--- src/rtl/prde_pkg.sv ---
// shared constants and types for the panel data exchange block
package prde_pkg;
  localparam int KEY_COUNT      = 256;             // key flag bits K1..K256
  localparam int KEY_ENTER_POS  = 1;               // K1
  localparam int KEY_HELP_POS   = 15;              // K15
  localparam int KEY_CLEAR_POS  = 16;              // K16
  localparam int LED_COUNT      = 32;              // L1..L32
  localparam int CLK_HZ         = 100_000_000;
  localparam int HEARTBEAT_MS   = 1000;            // heartbeat half period in ms
  localparam int HEARTBEAT_CYC  = (CLK_HZ / 1000) * HEARTBEAT_MS;
  localparam int WATCH_MS       = 1000;            // host watchdog window in ms
  localparam int WATCH_CYC      = (CLK_HZ / 1000) * WATCH_MS;
  localparam int CNT_W          = 28;
  localparam int BIT_LINK       = 0;
  localparam int BIT_ENTRY      = 1;
  localparam int BIT_PRINTING   = 2;
  localparam int BIT_PRN_READY  = 3;
  localparam int BIT_CLK_UPD    = 4;
  localparam int BIT_PROTECT    = 5;
  localparam int BIT_BATT_LOW   = 6;
  localparam int BIT_ALARM      = 7;
  localparam int BIT_UNACK      = 8;
  localparam int BIT_BACKUP     = 12;
  localparam int BIT_RCP_UP     = 13;
  localparam int BIT_RCP_DOWN   = 14;
  localparam int BIT_RCP_BAD    = 15;
  localparam logic [15:0] COND_RESET  = 16'h0000;
  localparam logic [15:0] PAGE_RESET  = 16'h0000;
  localparam logic [47:0] CLOCK_RESET = 48'h0;
  // host register offsets
  localparam logic [3:0] REG_COND      = 4'h0;
  localparam logic [3:0] REG_PAGE      = 4'h1;
  localparam logic [3:0] REG_LINKOK    = 4'h2;
  localparam logic [3:0] REG_CLOCK_LO  = 4'h3;
  localparam logic [3:0] REG_CLOCK_HI  = 4'h4;
  localparam logic [3:0] REG_PAGE_REQ  = 4'h5;
  localparam logic [3:0] REG_CTRL      = 4'h6;
  localparam logic [3:0] REG_LED_LO    = 4'h7;
  localparam logic [3:0] REG_LED_HI    = 4'h8;
  localparam logic [3:0] REG_KEY_BASE  = 4'h9;  // key word n at 9+n, n=0..3 (32 bits each, only K1..K128 readable)
  typedef enum logic [1:0] {PRDE_CLK_IDLE, PRDE_CLK_MARK, PRDE_CLK_WRITE, PRDE_CLK_DONE} prde_clk_t;
endpackage : prde_pkg

--- src/rtl/prde_if.sv ---
// shared exchange area carrier between panel and controller
`timescale 1ns/10ps
`default_nettype none
interface prde_if;
  import prde_pkg::*;
  logic [KEY_COUNT-1:0] keyFlags;       // bit n-1 is key Kn
  logic [47:0]          clockRecord;
  logic [15:0]          conditionWord;
  logic [15:0]          displayedPageValue;
  logic [15:0]          pageRequest;
  logic                 pageRequestStb;
  logic [15:0]          controlWord;
  logic [LED_COUNT-1:0] ledBits;
  modport panel (output keyFlags, clockRecord, conditionWord, displayedPageValue,
                 input pageRequest, pageRequestStb, controlWord, ledBits);
  modport ctrl  (input keyFlags, clockRecord, conditionWord, displayedPageValue,
                 output pageRequest, pageRequestStb, controlWord, ledBits);
endinterface : prde_if
`default_nettype wire

--- src/rtl/prde_panel.sv ---
// panel end: publishes keys, clock record, condition word and page
`timescale 1ns/10ps
`default_nettype none
module prde_panel #(
  parameter int BEAT_CYC = prde_pkg::HEARTBEAT_CYC  // heartbeat half period in cycles
) (
  input  wire logic                          sys_clk,
  input  wire logic                          sys_rst,
  prde_if.panel                              link,
  input  wire logic [prde_pkg::KEY_COUNT-1:0] keysHeld,
  input  wire logic                          keyEnter,
  input  wire logic                          keyClear,
  input  wire logic                          keyHelp,
  input  wire logic                          linkUp,
  input  wire logic                          entryMode,
  input  wire logic                          pageMode,
  input  wire logic                          printing,
  input  wire logic                          printerCts,
  input  wire logic                          clockWrite,
  input  wire logic                          clockSecondsOnly,
  input  wire logic [47:0]                   clockNew,
  input  wire logic                          protectHit,
  input  wire logic                          protectClr,
  input  wire logic                          batteryWeak,
  input  wire logic [15:0]                   alarmActive,
  input  wire logic [15:0]                   alarmUnacked,
  input  wire logic                          backupBusy,
  input  wire logic                          recipeUpload,
  input  wire logic                          recipeDownload,
  input  wire logic                          recipeInvalid,
  input  wire logic [15:0]                   pageNumber,
  input  wire logic                          pageBcd,
  output logic [15:0]                        pageRequested,
  output logic                               pageRequestNew,
  output logic [15:0]                        controlSeen,
  output logic [prde_pkg::LED_COUNT-1:0]     ledsOut
);
  import prde_pkg::*;

  logic [KEY_COUNT-1:0] keyMeta_q, keySync_q, keyLine;
  logic [2:0]           dedMeta_q, dedSync_q;
  logic                 ctsMeta_q, ctsSync_q, batMeta_q, batSync_q;
  logic [CNT_W-1:0]     beatCnt_q;
  logic                 beat_q, protect_q;
  prde_clk_t            clkState_q;
  logic [47:0]          clock_q, clockStage_q;
  logic [15:0]          page_q, cond_q, condD, pageD, pageBcdVal;
  logic                 clkMark;

  // pin synchronisers for keys, printer line and battery sense
  always_ff @(posedge sys_clk or posedge sys_rst) begin
    if (sys_rst) begin
      keyMeta_q <= '0; keySync_q <= '0; dedMeta_q <= '0; dedSync_q <= '0;
      ctsMeta_q <= 1'b0; ctsSync_q <= 1'b0; batMeta_q <= 1'b0; batSync_q <= 1'b0;
    end else begin
      keyMeta_q <= keysHeld;
      keySync_q <= keyMeta_q;
      dedMeta_q <= {keyClear, keyHelp, keyEnter};
      dedSync_q <= dedMeta_q;
      ctsMeta_q <= printerCts;
      ctsSync_q <= ctsMeta_q;
      batMeta_q <= batteryWeak;
      batSync_q <= batMeta_q;
    end
  end

  // key flags: dedicated keys merge into their fixed positions
  genvar gi;
  generate
    for (gi = 0; gi < KEY_COUNT; gi++) begin : g_key
      if (gi == KEY_ENTER_POS-1) begin : g_ent
        assign keyLine[gi] = keySync_q[gi] | dedSync_q[0];
      end else if (gi == KEY_HELP_POS-1) begin : g_hlp
        assign keyLine[gi] = keySync_q[gi] | dedSync_q[1];
      end else if (gi == KEY_CLEAR_POS-1) begin : g_clr
        assign keyLine[gi] = keySync_q[gi] | dedSync_q[2];
      end else begin : g_pl
        assign keyLine[gi] = keySync_q[gi];
      end
    end
  endgenerate

  // heartbeat counter, runs only while the link works
  always_ff @(posedge sys_clk or posedge sys_rst) begin
    if (sys_rst) begin
      beatCnt_q <= '0;
      beat_q    <= 1'b0;
    end else if (linkUp) begin
      if (beatCnt_q == CNT_W'(BEAT_CYC - 1)) begin
        beatCnt_q <= '0;
        beat_q    <= ~beat_q;
      end else begin
        beatCnt_q <= beatCnt_q + 1'b1;
      end
    end
  end

  // clock record update: mark, write, unmark
  // a full record is staged on acceptance and written only once the flag already shows,
  // so a reader never sees a fresh full record beside a clear flag; seconds-only writes go straight in, unflagged
  always_ff @(posedge sys_clk or posedge sys_rst) begin
    if (sys_rst) begin
      clkState_q   <= PRDE_CLK_IDLE;
      clock_q      <= CLOCK_RESET;
      clockStage_q <= CLOCK_RESET;
    end else begin
      case (clkState_q)
        PRDE_CLK_IDLE: begin
          if (clockWrite && clockSecondsOnly) begin
            clock_q <= clockNew;
          end else if (clockWrite) begin
            clockStage_q <= clockNew;
            clkState_q   <= PRDE_CLK_MARK;
          end
        end
        PRDE_CLK_MARK:  clkState_q <= PRDE_CLK_WRITE;
        PRDE_CLK_WRITE: begin
          clock_q    <= clockStage_q;
          clkState_q <= PRDE_CLK_DONE;
        end
        PRDE_CLK_DONE:  clkState_q <= PRDE_CLK_IDLE;
        default:        clkState_q <= PRDE_CLK_IDLE;
      endcase
    end
  end
  assign clkMark = (clkState_q == PRDE_CLK_MARK) || (clkState_q == PRDE_CLK_WRITE);

  // protected access flag: sticky, set wins over clear
  always_ff @(posedge sys_clk or posedge sys_rst) begin
    if (sys_rst) begin
      protect_q <= 1'b0;
    end else begin
      protect_q <= protectHit | (protect_q & ~protectClr);
    end
  end

  // condition word assembly; bits 9-11 stay zero
  always_comb begin
    condD                = COND_RESET;
    condD[BIT_LINK]      = beat_q;
    condD[BIT_ENTRY]     = entryMode;
    condD[BIT_PRINTING]  = printing;
    condD[BIT_PRN_READY] = ctsSync_q;
    condD[BIT_CLK_UPD]   = clkMark;
    condD[BIT_PROTECT]   = protect_q;
    condD[BIT_BATT_LOW]  = batSync_q;
    condD[BIT_ALARM]     = |alarmActive;
    condD[BIT_UNACK]     = |(alarmActive & alarmUnacked);
    condD[BIT_BACKUP]    = backupBusy;
    condD[BIT_RCP_UP]    = recipeUpload;
    condD[BIT_RCP_DOWN]  = recipeDownload;
    condD[BIT_RCP_BAD]   = recipeInvalid;
  end

  // page value in binary or packed decimal (values above 9999 wrap)
  assign pageBcdVal = {4'((pageNumber / 16'd1000) % 16'd10), 4'((pageNumber / 16'd100) % 16'd10),
                       4'((pageNumber / 16'd10) % 16'd10), 4'(pageNumber % 16'd10)};
  assign pageD = (pageMode || entryMode) ? (pageBcd ? pageBcdVal : pageNumber) : PAGE_RESET;

  // registered status region
  always_ff @(posedge sys_clk or posedge sys_rst) begin
    if (sys_rst) begin
      cond_q <= COND_RESET;
      page_q <= PAGE_RESET;
    end else begin
      cond_q <= condD;
      page_q <= pageD;
    end
  end

  // publish into the exchange area
  assign link.keyFlags           = keyLine;
  assign link.clockRecord        = clock_q;
  assign link.conditionWord      = cond_q;
  assign link.displayedPageValue = page_q;

  // controller orders passed to panel logic
  always_ff @(posedge sys_clk or posedge sys_rst) begin
    if (sys_rst) begin
      pageRequested  <= '0;
      pageRequestNew <= 1'b0;
      controlSeen    <= '0;
      ledsOut        <= '0;
    end else begin
      pageRequestNew <= link.pageRequestStb;
      if (link.pageRequestStb) begin
        pageRequested <= link.pageRequest;
      end
      controlSeen <= link.controlWord;
      ledsOut     <= link.ledBits;
    end
  end
endmodule : prde_panel
`default_nettype wire

--- src/flat_wrapper.sv ---
// flat-port wrapper written by rule: the top's interface ports become plain ports
module prde_panel_flat import prde_pkg::*;
#(
  parameter int BEAT_CYC = prde_pkg::HEARTBEAT_CYC                                    
)
  (sys_clk, sys_rst, keysHeld, keyEnter, keyClear, keyHelp, linkUp, entryMode, pageMode, printing, printerCts, clockWrite, clockSecondsOnly, clockNew, protectHit, protectClr, batteryWeak, alarmActive, alarmUnacked, backupBusy, recipeUpload, recipeDownload, recipeInvalid, pageNumber, pageBcd, pageRequested, pageRequestNew, controlSeen, ledsOut, link_keyFlags, link_clockRecord, link_conditionWord, link_displayedPageValue, link_pageRequest, link_pageRequestStb, link_controlWord, link_ledBits);
  prde_if link_i ();
  input  wire logic sys_clk;
  input  wire logic sys_rst;
  input  wire logic [prde_pkg::KEY_COUNT-1:0] keysHeld;
  input  wire logic keyEnter;
  input  wire logic keyClear;
  input  wire logic keyHelp;
  input  wire logic linkUp;
  input  wire logic entryMode;
  input  wire logic pageMode;
  input  wire logic printing;
  input  wire logic printerCts;
  input  wire logic clockWrite;
  input  wire logic clockSecondsOnly;
  input  wire logic [47:0] clockNew;
  input  wire logic protectHit;
  input  wire logic protectClr;
  input  wire logic batteryWeak;
  input  wire logic [15:0] alarmActive;
  input  wire logic [15:0] alarmUnacked;
  input  wire logic backupBusy;
  input  wire logic recipeUpload;
  input  wire logic recipeDownload;
  input  wire logic recipeInvalid;
  input  wire logic [15:0] pageNumber;
  input  wire logic pageBcd;
  output logic [15:0] pageRequested;
  output logic pageRequestNew;
  output logic [15:0] controlSeen;
  output logic [prde_pkg::LED_COUNT-1:0] ledsOut;
  output wire logic [$bits(link_i.keyFlags)-1:0] link_keyFlags;
  output wire logic [$bits(link_i.clockRecord)-1:0] link_clockRecord;
  output wire logic [$bits(link_i.conditionWord)-1:0] link_conditionWord;
  output wire logic [$bits(link_i.displayedPageValue)-1:0] link_displayedPageValue;
  input wire logic [$bits(link_i.pageRequest)-1:0] link_pageRequest;
  input wire logic [$bits(link_i.pageRequestStb)-1:0] link_pageRequestStb;
  input wire logic [$bits(link_i.controlWord)-1:0] link_controlWord;
  input wire logic [$bits(link_i.ledBits)-1:0] link_ledBits;
  assign link_keyFlags = link_i.keyFlags;
  assign link_clockRecord = link_i.clockRecord;
  assign link_conditionWord = link_i.conditionWord;
  assign link_displayedPageValue = link_i.displayedPageValue;
  assign link_i.pageRequest = link_pageRequest;
  assign link_i.pageRequestStb = link_pageRequestStb;
  assign link_i.controlWord = link_controlWord;
  assign link_i.ledBits = link_ledBits;
  prde_panel #(.BEAT_CYC(BEAT_CYC)) u_core (.sys_clk(sys_clk), .sys_rst(sys_rst), .link(link_i), .keysHeld(keysHeld), .keyEnter(keyEnter), .keyClear(keyClear), .keyHelp(keyHelp), .linkUp(linkUp), .entryMode(entryMode), .pageMode(pageMode), .printing(printing), .printerCts(printerCts), .clockWrite(clockWrite), .clockSecondsOnly(clockSecondsOnly), .clockNew(clockNew), .protectHit(protectHit), .protectClr(protectClr), .batteryWeak(batteryWeak), .alarmActive(alarmActive), .alarmUnacked(alarmUnacked), .backupBusy(backupBusy), .recipeUpload(recipeUpload), .recipeDownload(recipeDownload), .recipeInvalid(recipeInvalid), .pageNumber(pageNumber), .pageBcd(pageBcd), .pageRequested(pageRequested), .pageRequestNew(pageRequestNew), .controlSeen(controlSeen), .ledsOut(ledsOut));
endmodule
--- config.mk ---
export PLATFORM = sky130hd
export DESIGN_NAME = prde_panel_flat
export DESIGN_NICKNAME = d
export VERILOG_FILES = /design/src/rtl/prde_pkg.sv /design/src/rtl/prde_if.sv /design/src/rtl/prde_panel.sv /design/src/flat_wrapper.sv
export SDC_FILE = /design/constraint.sdc
export NUM_CORES = 1
export LEC_CHECK = 0
export ABC_AREA = 1
export BUFFER_PORTS_ARGS = -buffer_cell sky130_fd_sc_hd__buf_2
export CAP_MARGIN = 5
export CORE_AREA = 2 2 326 328
export CTS_CLUSTER_DIAMETER = 60
export DETAILED_ROUTE_END_ITERATION = 10
export DIE_AREA = 0 0 328 330
export GPL_TIMING_DRIVEN = 0
export SLEW_MARGIN = 40
export SYNTH_ARGS = -nofsm -noshare
export SYNTH_HDL_FRONTEND = slang
export SYNTH_SLANG_ARGS = --single-unit
export TNS_END_PERCENT = 20
--- constraint.sdc ---
create_clock -name sys_clk -period 30.5 [get_ports sys_clk]
set_clock_uncertainty 0.05 [all_clocks]
set_input_delay 6.1 -clock sys_clk [delete_from_list [all_inputs] [get_ports sys_clk]]
set_output_delay 6.1 -clock sys_clk [all_outputs]
set_load 0.03 [all_outputs]
======== Yosys cells after proc, flatten, opt, wreduce, memory -nomap -nowiden ========
Cells that the tools add are included.
operators by class
  multiplexer cells ....................... 8
  reductions and logical operators ........ 11
  bitwise gates (word level) .............. 9
  div/mod/pow operators ................... 7
  equal/unequal tests ..................... 7
  add/sub/neg operators ................... 1
operator list
  kind                                               number
  one-hot mux 48 bit (2 select lines)                1
  modulo 16 x 4 -> 16 bit (second input constant)    4
  two-way mux 48 bit                                 1
  two-way mux 16 bit                                 2
  OR reduction 16 bit                                2
  adder 28 x 1 -> 28 bit (second input constant)     1
  == test 28 x 27 -> 1 bit (second input constant)   1
  two-way mux 28 bit                                 1
  AND 16 bit                                         1
  divider 16 x 10 -> 16 bit (second input constant)  1
  divider 16 x 4 -> 16 bit (second input constant)   1
  divider 16 x 7 -> 16 bit (second input constant)   1
  one-hot mux 2 bit (4 select lines)                 1
  AND reduction 2 bit                                3
  == test 2 bit (second input constant)              2
  two-way mux 2 bit                                  2
  != test 2 bit (second input constant)              2
  OR 1 bit                                           4
  NOT 1 bit                                          3
  AND reduction 3 bit                                1
  == test 2 x 1 -> 1 bit (second input constant)     1
  logical NOT 2 bit                                  1
  logical OR 1 bit                                   2
  != test 2 x 1 -> 1 bit (second input constant)     1
  other kinds (3)                                    3
storage, ports and cells
  input port bits ......................... 437
  output and inout bits ................... 401
  flip-flop bits (word level) ............. 744
  logic and storage cells ................. 63

======== Depth between registers and ports, before layout ========
Gate-level depths: netlist (run 1).
  word-level depth ........................ 4
  gate-level depth with buffers ........... 62
  gate-level depth less buffers ........... 62

======== Worst setup path after synthesis (run 1) ========
Ideal clock, no wire load.
  path type ............................... input to register
  from .................................... input pageNumber[9]
  to ...................................... register u_core.page_q[15], in the netlist u_core.link.displayedPageValue[15]
  data required time ...................... 30.373 ns
  path slack .............................. 19.305 ns
  path buffers ............................ 1
  arrival ................................. 11.067 ns
  cell stages on the path ................. 55
  setup time .............................. 0.077 ns
  path through ............................ buf_6 -> nor2_2 -> nor2_4 -> nand3_4 -> nand2_1 -> nor2_2 -> nand4_2 -> nand2_4 -> nand2_1 -> nand2_1 -> nand2_2 -> nor2_4 -> nand2_4 -> nand3_1 -> nand2_2 -> inv_2 -> nand2_1 -> nor2_4 -> [19 not listed] -> ha_1 -> inv_1 -> nand3_1 -> nand2_1 -> nand2_1 -> nand2_1 -> nand2_2 -> inv_2 -> nand4_1 -> nand2_4 -> nand2_1 -> nand2_1 -> inv_1 -> ha_1 -> xor2_1 -> nand2_1 -> nand2_1 -> a21oi_1
on the way
  longest elaborated chain between the ends .. 4
RTL lines
  element                          line                text
  start: declaration               flat_wrapper.sv:31  input wire logic [15:0] pageNumber;
  divider 16 x 10 -> 16 bit        prde_panel.sv:156   assign pageBcdVal = {4'((pageNumber / 16'd1000) % 16'd10), 4'((pageNumber / 16'd100) % 16'd10),
  modulo 16 x 4 -> 16 bit          prde_panel.sv:156
  two-way mux 16 bit (2 in a row)  prde_panel.sv:158   assign pageD = (pageMode || entryMode) ? (pageBcd ? pageBcdVal : pageNumber) : PAGE_RESET;
  named net u_core.pageD[15]       prde_panel.sv:47    logic [15:0] page_q, cond_q, condD, pageD, pageBcdVal;
  end signal: assignment           prde_panel.sv:167   page_q <= pageD;
  end: declaration                 prde_panel.sv:47
The timed path passes the listed nets, and every way through them passes these cells.
A chain may end at the register's enable or synchronous reset.

======== Worst setup path in the final report (run 1) ========
  from .................................... input pageNumber[11]
  to ...................................... register u_core.page_q[15], in the netlist u_core.link.displayedPageValue[15]
The elaborated chain is that of the path after synthesis.

==> results of run 1 <==
## per-stage QoR
stage | instance area, um^2 | total power [mW] | util
floorplan | 27700 | 2.00 | -
global placement | 33600 | 2.28 | 0.321
detailed placement | 33900 | 2.30 | 0.324
CTS | 37100 | 3.45 | 0.355
global route | 37100 | 3.64 | 0.355
finish | 37200 | 3.41 | 0.355
## path summary, 6_finish.rpt
path | from | slack, ps | endpoint
setup / recovery | pageNumber[11] | 18940 | u_core.link.displayedPageValue[15]$_DFF_PP0_
hold / removal | u_core.keyMeta_q[129]$_DFF_PP0_ | 280 | u_core.keySync_q[129]$_DFF_PP0_
setup reg to reg | u_core.beatCnt_q[4]$_DFFE_PP0P_ | 27440 | u_core.beatCnt_q[26]$_DFFE_PP0P_
hold reg to reg | u_core.keyMeta_q[129]$_DFF_PP0_ | 280 | u_core.keySync_q[129]$_DFF_PP0_
max in group asynchronous | sys_rst | 23170 | u_core.keySync_q[94]$_DFF_PP0_
min in group asynchronous | sys_rst | 5380 | u_core.pageRequestNew$_DFF_PP0_
## worst register-to-register path: stages, from the launching register on
cell,delay (ps)
dfrtp_1,360
inv_1,60
nor3_1,250
inv_1,100
nor3_1,170
nand2_1,130
nor2_1,180
nand3_1,120
nor2_1,170
nand2_1,110
nor3_1,200
nand2_1,90
nor2_1,120
nand2_1,130
nor4_1,320
nand4_1,170
o22ai_1,140
a21oi_1,60
## state kept, by name (all words and copies together) (netlist names), 28 cells and up
name,count
u_core.ledsOut,32
u_core.link.clockRecord,48
u_core.beatCnt_q,28
u_core.clockStage_q,48
u_core.keySync_q,256
u_core.keyMeta_q,256
## logic make-up (layout without fill, tap and decap cells)
family,after synthesis,in the layout,synth area share
simple gates,832,832,0.139
flops,744,744,0.672
buf+inv,535,1543,0.108
compound gates,282,282,0.0573
xor+xnor,33,33,0.0107
mux,16,16,0.00651
fa+ha+maj,12,12,0.00542
other cells,1,13,0.000135
## placed cells by master, fill, tap and decap left out, types with 12 or more instances in the layout
cell type	count
inv_1	210
dfrtp_1	744
nand2_1	369
clkbuf_16	90
nor2_1	169
o21ai_0	87
inv_2	19
ha_1	12
xor2_1	27
buf_4	257
nor3_1	20
buf_2	837
clkbuf_8	18
nor2_2	14
nor4_1	13
nand2_4	14
mux2_2	16
nand4_1	21
a21oi_1	134
clkbuf_1	39
nand2_2	49
nand3_1	133
## routing by layer
| layer | track usage | share of wire | up-vias |
|---|---|---|---|
| met5 | 0 | 0.0052 | - |
| met4 | 0.0522 | 0.027 | 68 |
| met3 | 0.0692 | 0.11 | 204 |
| met2 | 0.241 | 0.47 | 650 |
| met1 | 0.181 | 0.40 | 9435 |
| li1 | - | - | 9456 |
## power breakdown
| part | switching, mW | internal (mW) | total (mW) |
|---|---|---|---|
| clock network | 0.460 | 0.670 | 1.13 |
| logic | 0.750 | 0.360 | 1.11 |
| registers | 0.0583 | 1.11 | 1.17 |
| total | 1.27 | 2.14 | 3.41 |
## layout make-up
cell class | count | area [um^2]
fill | 10453 | 67500
sequential | 744 | 18600
multi-input combinational | 1178 | 6080
timing repair buffer | 842 | 4460
clock buffer | 117 | 2530
buffer | 303 | 2130
tap | 1391 | 1740
inverter | 232 | 878
clock inverter | 49 | 694
antenna | 10 | 25.0
==> impl_metrics.env, run 1 <==
export IMPL_cts_buffer_depth=3
export IMPL_placed_cells=4690
export IMPL_synth_most_common_cell="dfrtp_1"
export IMPL_synth_warnings=0
export IMPL_critPathKind="primary input to flip-flop"
export IMPL_route_antenna_remaining_nets=0
export IMPL_clkTransAtPathRegs_ps=60
export IMPL_synth_area_mm2=0.0277
export IMPL_gp_congestion=0.867
export IMPL_root_buffer="clkbuf_16"
export IMPL_synthTopCellsByCount="744 x dfrtp_1, 369 x nand2_1, 257 x buf_4"
export IMPL_hold_viol_final=0
export IMPL_area_delta_synth_final_pct=34.2
export IMPL_worstMarginPinSlew_ps=755
export IMPL_r2r_cells=17
export IMPL_hold_ws_ps=282
export IMPL_avgSynthCellArea_um2=11.3
export IMPL_fin_ws_ps=18940
export IMPL_required_ps=30990
export IMPL_cts_max_level=3
export IMPL_clock_sinks=744
export IMPL_power_density_mw_per_mm2=91.7
export IMPL_grt_pass1_wl_um=122000
export IMPL_antenna_found_initial=59
export IMPL_fin_nets=3840
export IMPL_critPathCaptureType="flip-flop"
export IMPL_p_leak_nw=18.9
export IMPL_routed_wirelength_um=84300
export IMPL_grt_pass1_vias=19709
export IMPL_synth_edf_count=0
export IMPL_synth_cell_types=57
export IMPL_portBuffers=831
export IMPL_overflow=0
export IMPL_pin_count=838
export IMPL_start_util=0.265
export IMPL_num_rows=119
export IMPL_grt_max_degree=79
export IMPL_pre_cts_ws_ps=18300
export IMPL_hold_path_cell_count=0
export IMPL_cp_slowest_stage_delay_ps=260
export IMPL_cts_tree="built"
export IMPL_tns_ps=0
export IMPL_grt_usage=0.152
export IMPL_clock_latency_ps=680
export IMPL_synth_async_reset_ratio=1.00
export IMPL_synth_ff_type="dfrtp_1"
export IMPL_synth_seq_area_share=0.672
export IMPL_crit_fanout=10
export IMPL_hp_class="flip-flop to flip-flop"
export IMPL_synth_seq_cells=744
export IMPL_drc_errors=0
export IMPL_status="finished clean"
export IMPL_layout_drive_gt1_share=0.408
export IMPL_final_max_slew_viol_count=0
export IMPL_cts_buffers=90
export IMPL_critPathTopFamily="simple AND/OR/NAND/NOR gates"
export IMPL_setup_violations=0
export IMPL_die_h_um=330
export IMPL_post_cts_repair_setup_buffers=0
export IMPL_fmax_mhz=86.5
export IMPL_fin_cells=4866
export IMPL_synth_area_top_cells="dfrtp_1 67%, buf_4 7.0%, nand2_1 5.0%, inv_1 2.9%, a21oi_1 2.4%"
export IMPL_synth_area_leader_cell="dfrtp_1"
export IMPL_cp_num_cells=54
export IMPL_wl_per_cell_um=17.3
export IMPL_fin_crit_sh=0.379
export IMPL_crit_path_frequent_cell="nand2_1"
export IMPL_dr_first_iter_drc_count=1000
export IMPL_routed_via_density=4.07
export IMPL_first_pass_iters=5
export IMPL_vias=19813
export IMPL_crit_buf_inv=7
export IMPL_fp_dieArea_mm2=0.108
export IMPL_post_route_min_period_ps=11560
export IMPL_cap_violations=0
export IMPL_rsz0062_at_grt="no"
export IMPL_start_kind="primary input"
export IMPL_holdBufCountCts=0
export IMPL_worst_path_max_delay_cell="o21ai_4"
export IMPL_die_w_um=328
export IMPL_cts_resized=0
export IMPL_arrival_ps=12050
export IMPL_maxSlewHeadroom=0.492
export IMPL_synth_top_area_share=0.672
export IMPL_fp_coreArea_mm2=0.105
export IMPL_netlist_instances=2455
export IMPL_dp_hpwl_um=66700
export IMPL_ir_drop_v=0.0000700
(Power assumes the default switching activity.)
==> run 2, diff against run 1 <==
--- a/config.mk
+++ b/config.mk
@@ -5,13 +5,13 @@
 export SDC_FILE = /design/constraint.sdc
 export NUM_CORES = 1
 export LEC_CHECK = 0
-export ABC_AREA = 1
+export ABC_AREA = 0
 export BUFFER_PORTS_ARGS = -buffer_cell sky130_fd_sc_hd__buf_2
 export CAP_MARGIN = 5
-export CORE_AREA = 2 2 326 328
+export CORE_AREA = 2 2 325 327
 export CTS_CLUSTER_DIAMETER = 60
 export DETAILED_ROUTE_END_ITERATION = 10
-export DIE_AREA = 0 0 328 330
+export DIE_AREA = 0 0 327 329
 export GPL_TIMING_DRIVEN = 0
 export SLEW_MARGIN = 40
 export SYNTH_ARGS = -nofsm -noshare
==> constraint.sdc (replaced) <==
create_clock -name sys_clk -period 9.9 [get_ports sys_clk]
set_clock_uncertainty 0.05 [all_clocks]
set_input_delay 1.98 -clock sys_clk [delete_from_list [all_inputs] [get_ports sys_clk]]
set_output_delay 1.98 -clock sys_clk [all_outputs]
set_load 0.03 [all_outputs]
==> impl_metrics.env, run 2 <==
export IMPL_status="finished clean"
export IMPL_dr_first_iter_drc_count=1268
export IMPL_pre_cts_ws_ps=-579
export IMPL_p_leak_nw=18.0
export IMPL_cts_buffer_depth=3
export IMPL_p_comb_frac=0.277
export IMPL_tns_ps=0
export IMPL_crit_fanout=10
export IMPL_root_buffer="clkbuf_16"
export IMPL_hp_class="flip-flop to flip-flop"
export IMPL_grt_usage=0.177
export IMPL_area_delta_synth_final_pct=34.4
export IMPL_use_met1=0.198
export IMPL_start_util=0.274
export IMPL_synth_warnings=0
export IMPL_overflow=0
export IMPL_fin_cells=4598
export IMPL_synth_most_common_cell="dfrtp_1"
export IMPL_layout_common_cells="841 x buf_2, 744 x dfrtp_1, 260 x buf_4"
export IMPL_netlist_instances=2167
export IMPL_fin_crit_sh=0.943
export IMPL_hold_viol_final=0
export IMPL_synth_area_mm2=0.0286
export IMPL_vias=20290
export IMPL_final_max_slew_viol_count=0
export IMPL_fp_dieArea_mm2=0.108
export IMPL_fin_nets=3570
export IMPL_synth_area_top_cells="dfrtp_1 65%, buf_4 6.8%, mux2_2 2.7%, mux2i_1 2.2%, a21oi_1 1.8%"
export IMPL_gp_congestion=0.896
export IMPL_synth_seq_area_share=0.651
export IMPL_synthTopCellsByCount="744 x dfrtp_1, 260 x buf_4, 132 x nor2_1"
export IMPL_post_route_min_period_ps=9330
export IMPL_fin_util=0.368
export IMPL_clock_sinks=744
export IMPL_cts_tree="built"
export IMPL_layout_drive_gt1_share=0.458
export IMPL_synth_edf_count=0
export IMPL_cts_max_level=3
export IMPL_worst_path_max_delay_cell="o41ai_4"
export IMPL_die_w_um=327
export IMPL_grt_pass1_wl_um=138000
export IMPL_cap_violations=0
export IMPL_p_clk_frac=0.345
export IMPL_p_total_mw=9.48
export IMPL_power_density_mw_per_mm2=247
export IMPL_setup_violations=0
export IMPL_grt_pass1_vias=20058
export IMPL_seqPwrFrac=0.378
export IMPL_pin_count=838
export IMPL_synth_async_reset_ratio=1.00
export IMPL_maxSlewHeadroom=0.394
export IMPL_drc_errors=0
export IMPL_cp_slowest_stage_delay_ps=590
export IMPL_portBuffers=828
export IMPL_final_common_cell="buf_2"
export IMPL_synth_ff_type="dfrtp_1"
export IMPL_num_rows=119
export IMPL_wl_per_cell_um=21.3
export IMPL_cts_buffers=86
export IMPL_critPathCaptureType="flip-flop"
export IMPL_met3_usage=0.0515
export IMPL_avgSynthCellArea_um2=13.2
export IMPL_clock_latency_ps=660
export IMPL_fp_coreArea_mm2=0.104
export IMPL_grt_max_degree=28
export IMPL_rsz0062_at_grt="no"
export IMPL_first_pass_iters=6
export IMPL_power_switching_mw=3.13
export IMPL_intPower_mw=6.34
export IMPL_worstMarginPinSlew_ps=901
export IMPL_reg_largest_list="u_core.keyMeta_q x256, u_core.keySync_q x256"
export IMPL_clkTransAtPathRegs_ps=60
export IMPL_p_sw_frac=0.331
export IMPL_synth_cell_types=128
export IMPL_place_area_mm2=0.0353
export IMPL_dp_hpwl_um=79700
export IMPL_synth_top_area_share=0.651
export IMPL_grt_busiest_layer="met2"
export IMPL_antenna_found_initial=72
export IMPL_routed_via_density=4.41
export IMPL_ir_drop_v=0.000179
export IMPL_arrival_ps=9790
export IMPL_synth_area_leader_cell="dfrtp_1"
export IMPL_hold_ws_ps=263
export IMPL_die_h_um=329
export IMPL_placed_cells=4424
export IMPL_holdBufCountCts=0
export IMPL_routed_wirelength_um=97800
export IMPL_route_antenna_remaining_nets=0
export IMPL_fin_area_mm2=0.0384
export IMPL_fmax_mhz=107
export IMPL_grt_use_met2=0.321
export IMPL_fin_ws_ps=565
export IMPL_required_ps=10350
export IMPL_start_kind="primary input"
export IMPL_critPathKind="primary input to flip-flop"
export IMPL_synth_seq_cells=744
run 2: cell count changes after synthesis, sizes merged, moves of 30 or more:
cell	before	now
xnor2	5	50
nand3	145	41
o21ai	102	55
nor2	187	138
inv	230	37
mux2i	0	65
nand2	433	89
mux2	16	68
a21oi	138	108
run 2: final timing paths:
check / to / slack (ps) / from / depth (start not counted)
worst max-delay path: u_core.link.displayedPageValue[15]$_DFF_PP0_ / 570 / pageNumber[12] / 33
worst min-delay path: u_core.keySync_q[65]$_DFF_PP0_ / 260 / u_core.keyMeta_q[65]$_DFF_PP0_ / 0
worst max register to register: u_core.beatCnt_q[1]$_DFFE_PP0P_ / 7220 / u_core.beatCnt_q[19]$_DFFE_PP0P_ / 7
worst min register to register: u_core.keySync_q[65]$_DFF_PP0_ / 260 / u_core.keyMeta_q[65]$_DFF_PP0_ / 0
max in group asynchronous: u_core.clockStage_q[7]$_DFFE_PP0P_ / 6570 / sys_rst / 11
min in group asynchronous: u_core.keySync_q[110]$_DFF_PP0_ / 1320 / sys_rst / 2
run 2: worst max-delay path: cells and delay by family:
family,cells,cell delay (ps)
buffers and inverters,7,1050
and+or+nand+nor,6,1160
AOI/OAI and AO/OA,16,4680
xor gates and xnor gates,1,190
muxes,1,200
adders and majority gates,2,510
run 2: power by group through the flow:
stage | Clock [mW] | Sequential [mW] | Combinational [mW]
2_1_floorplan | 0 | 3.89 | 1.55
3_3_place_gp | 0 | 3.63 | 2.55
3_5_place_dp | 0 | 3.63 | 2.63
5_1_grt | 3.50 | 3.61 | 2.85
4_1_cts | 3.37 | 3.58 | 2.64
6_report | 3.27 | 3.58 | 2.63
run 2: area by class of cell:
type / instances / area, um^2
Tap cell: 1391 / 1740
Timing Repair Buffer: 864 / 5000
Fill cell: 10220 / 65900
Inverter: 38 / 146
Clock inverter: 37 / 557
Clock buffer: 119 / 2450
Antenna cell: 18 / 45.0
Sequential cell: 744 / 18600
Multi-Input combinational cell: 1050 / 7480
Buffer: 337 / 2400
run 2: routing by layer:
layer,vias up,routed length [um]
li1,9245,-
met1,10013,36000
met2,790,51600
met3,208,7380
met4,34,2570
met5,-,244
run 2: logic make-up (layout without fill, tap and decap cells):
group,count (synthesis),after routing,synth area share
AO/OA/AOI/OAI,398,398,0.104
other,1,21,0.000131
multiplexers,133,133,0.0498
AND/OR/NAND/NOR,432,432,0.0767
adder cells (fa/ha/maj),17,17,0.00705
flip-flops,744,744,0.651
XOR/XNOR,67,67,0.0217
buffers and inverters,375,1395,0.0888
run 2: what timing repair did:
item / in CTS / in global routing
gates resized for setup: 0 / 5
setup endpoints to repair: 0 / 3
setup buffers: 0 / 0
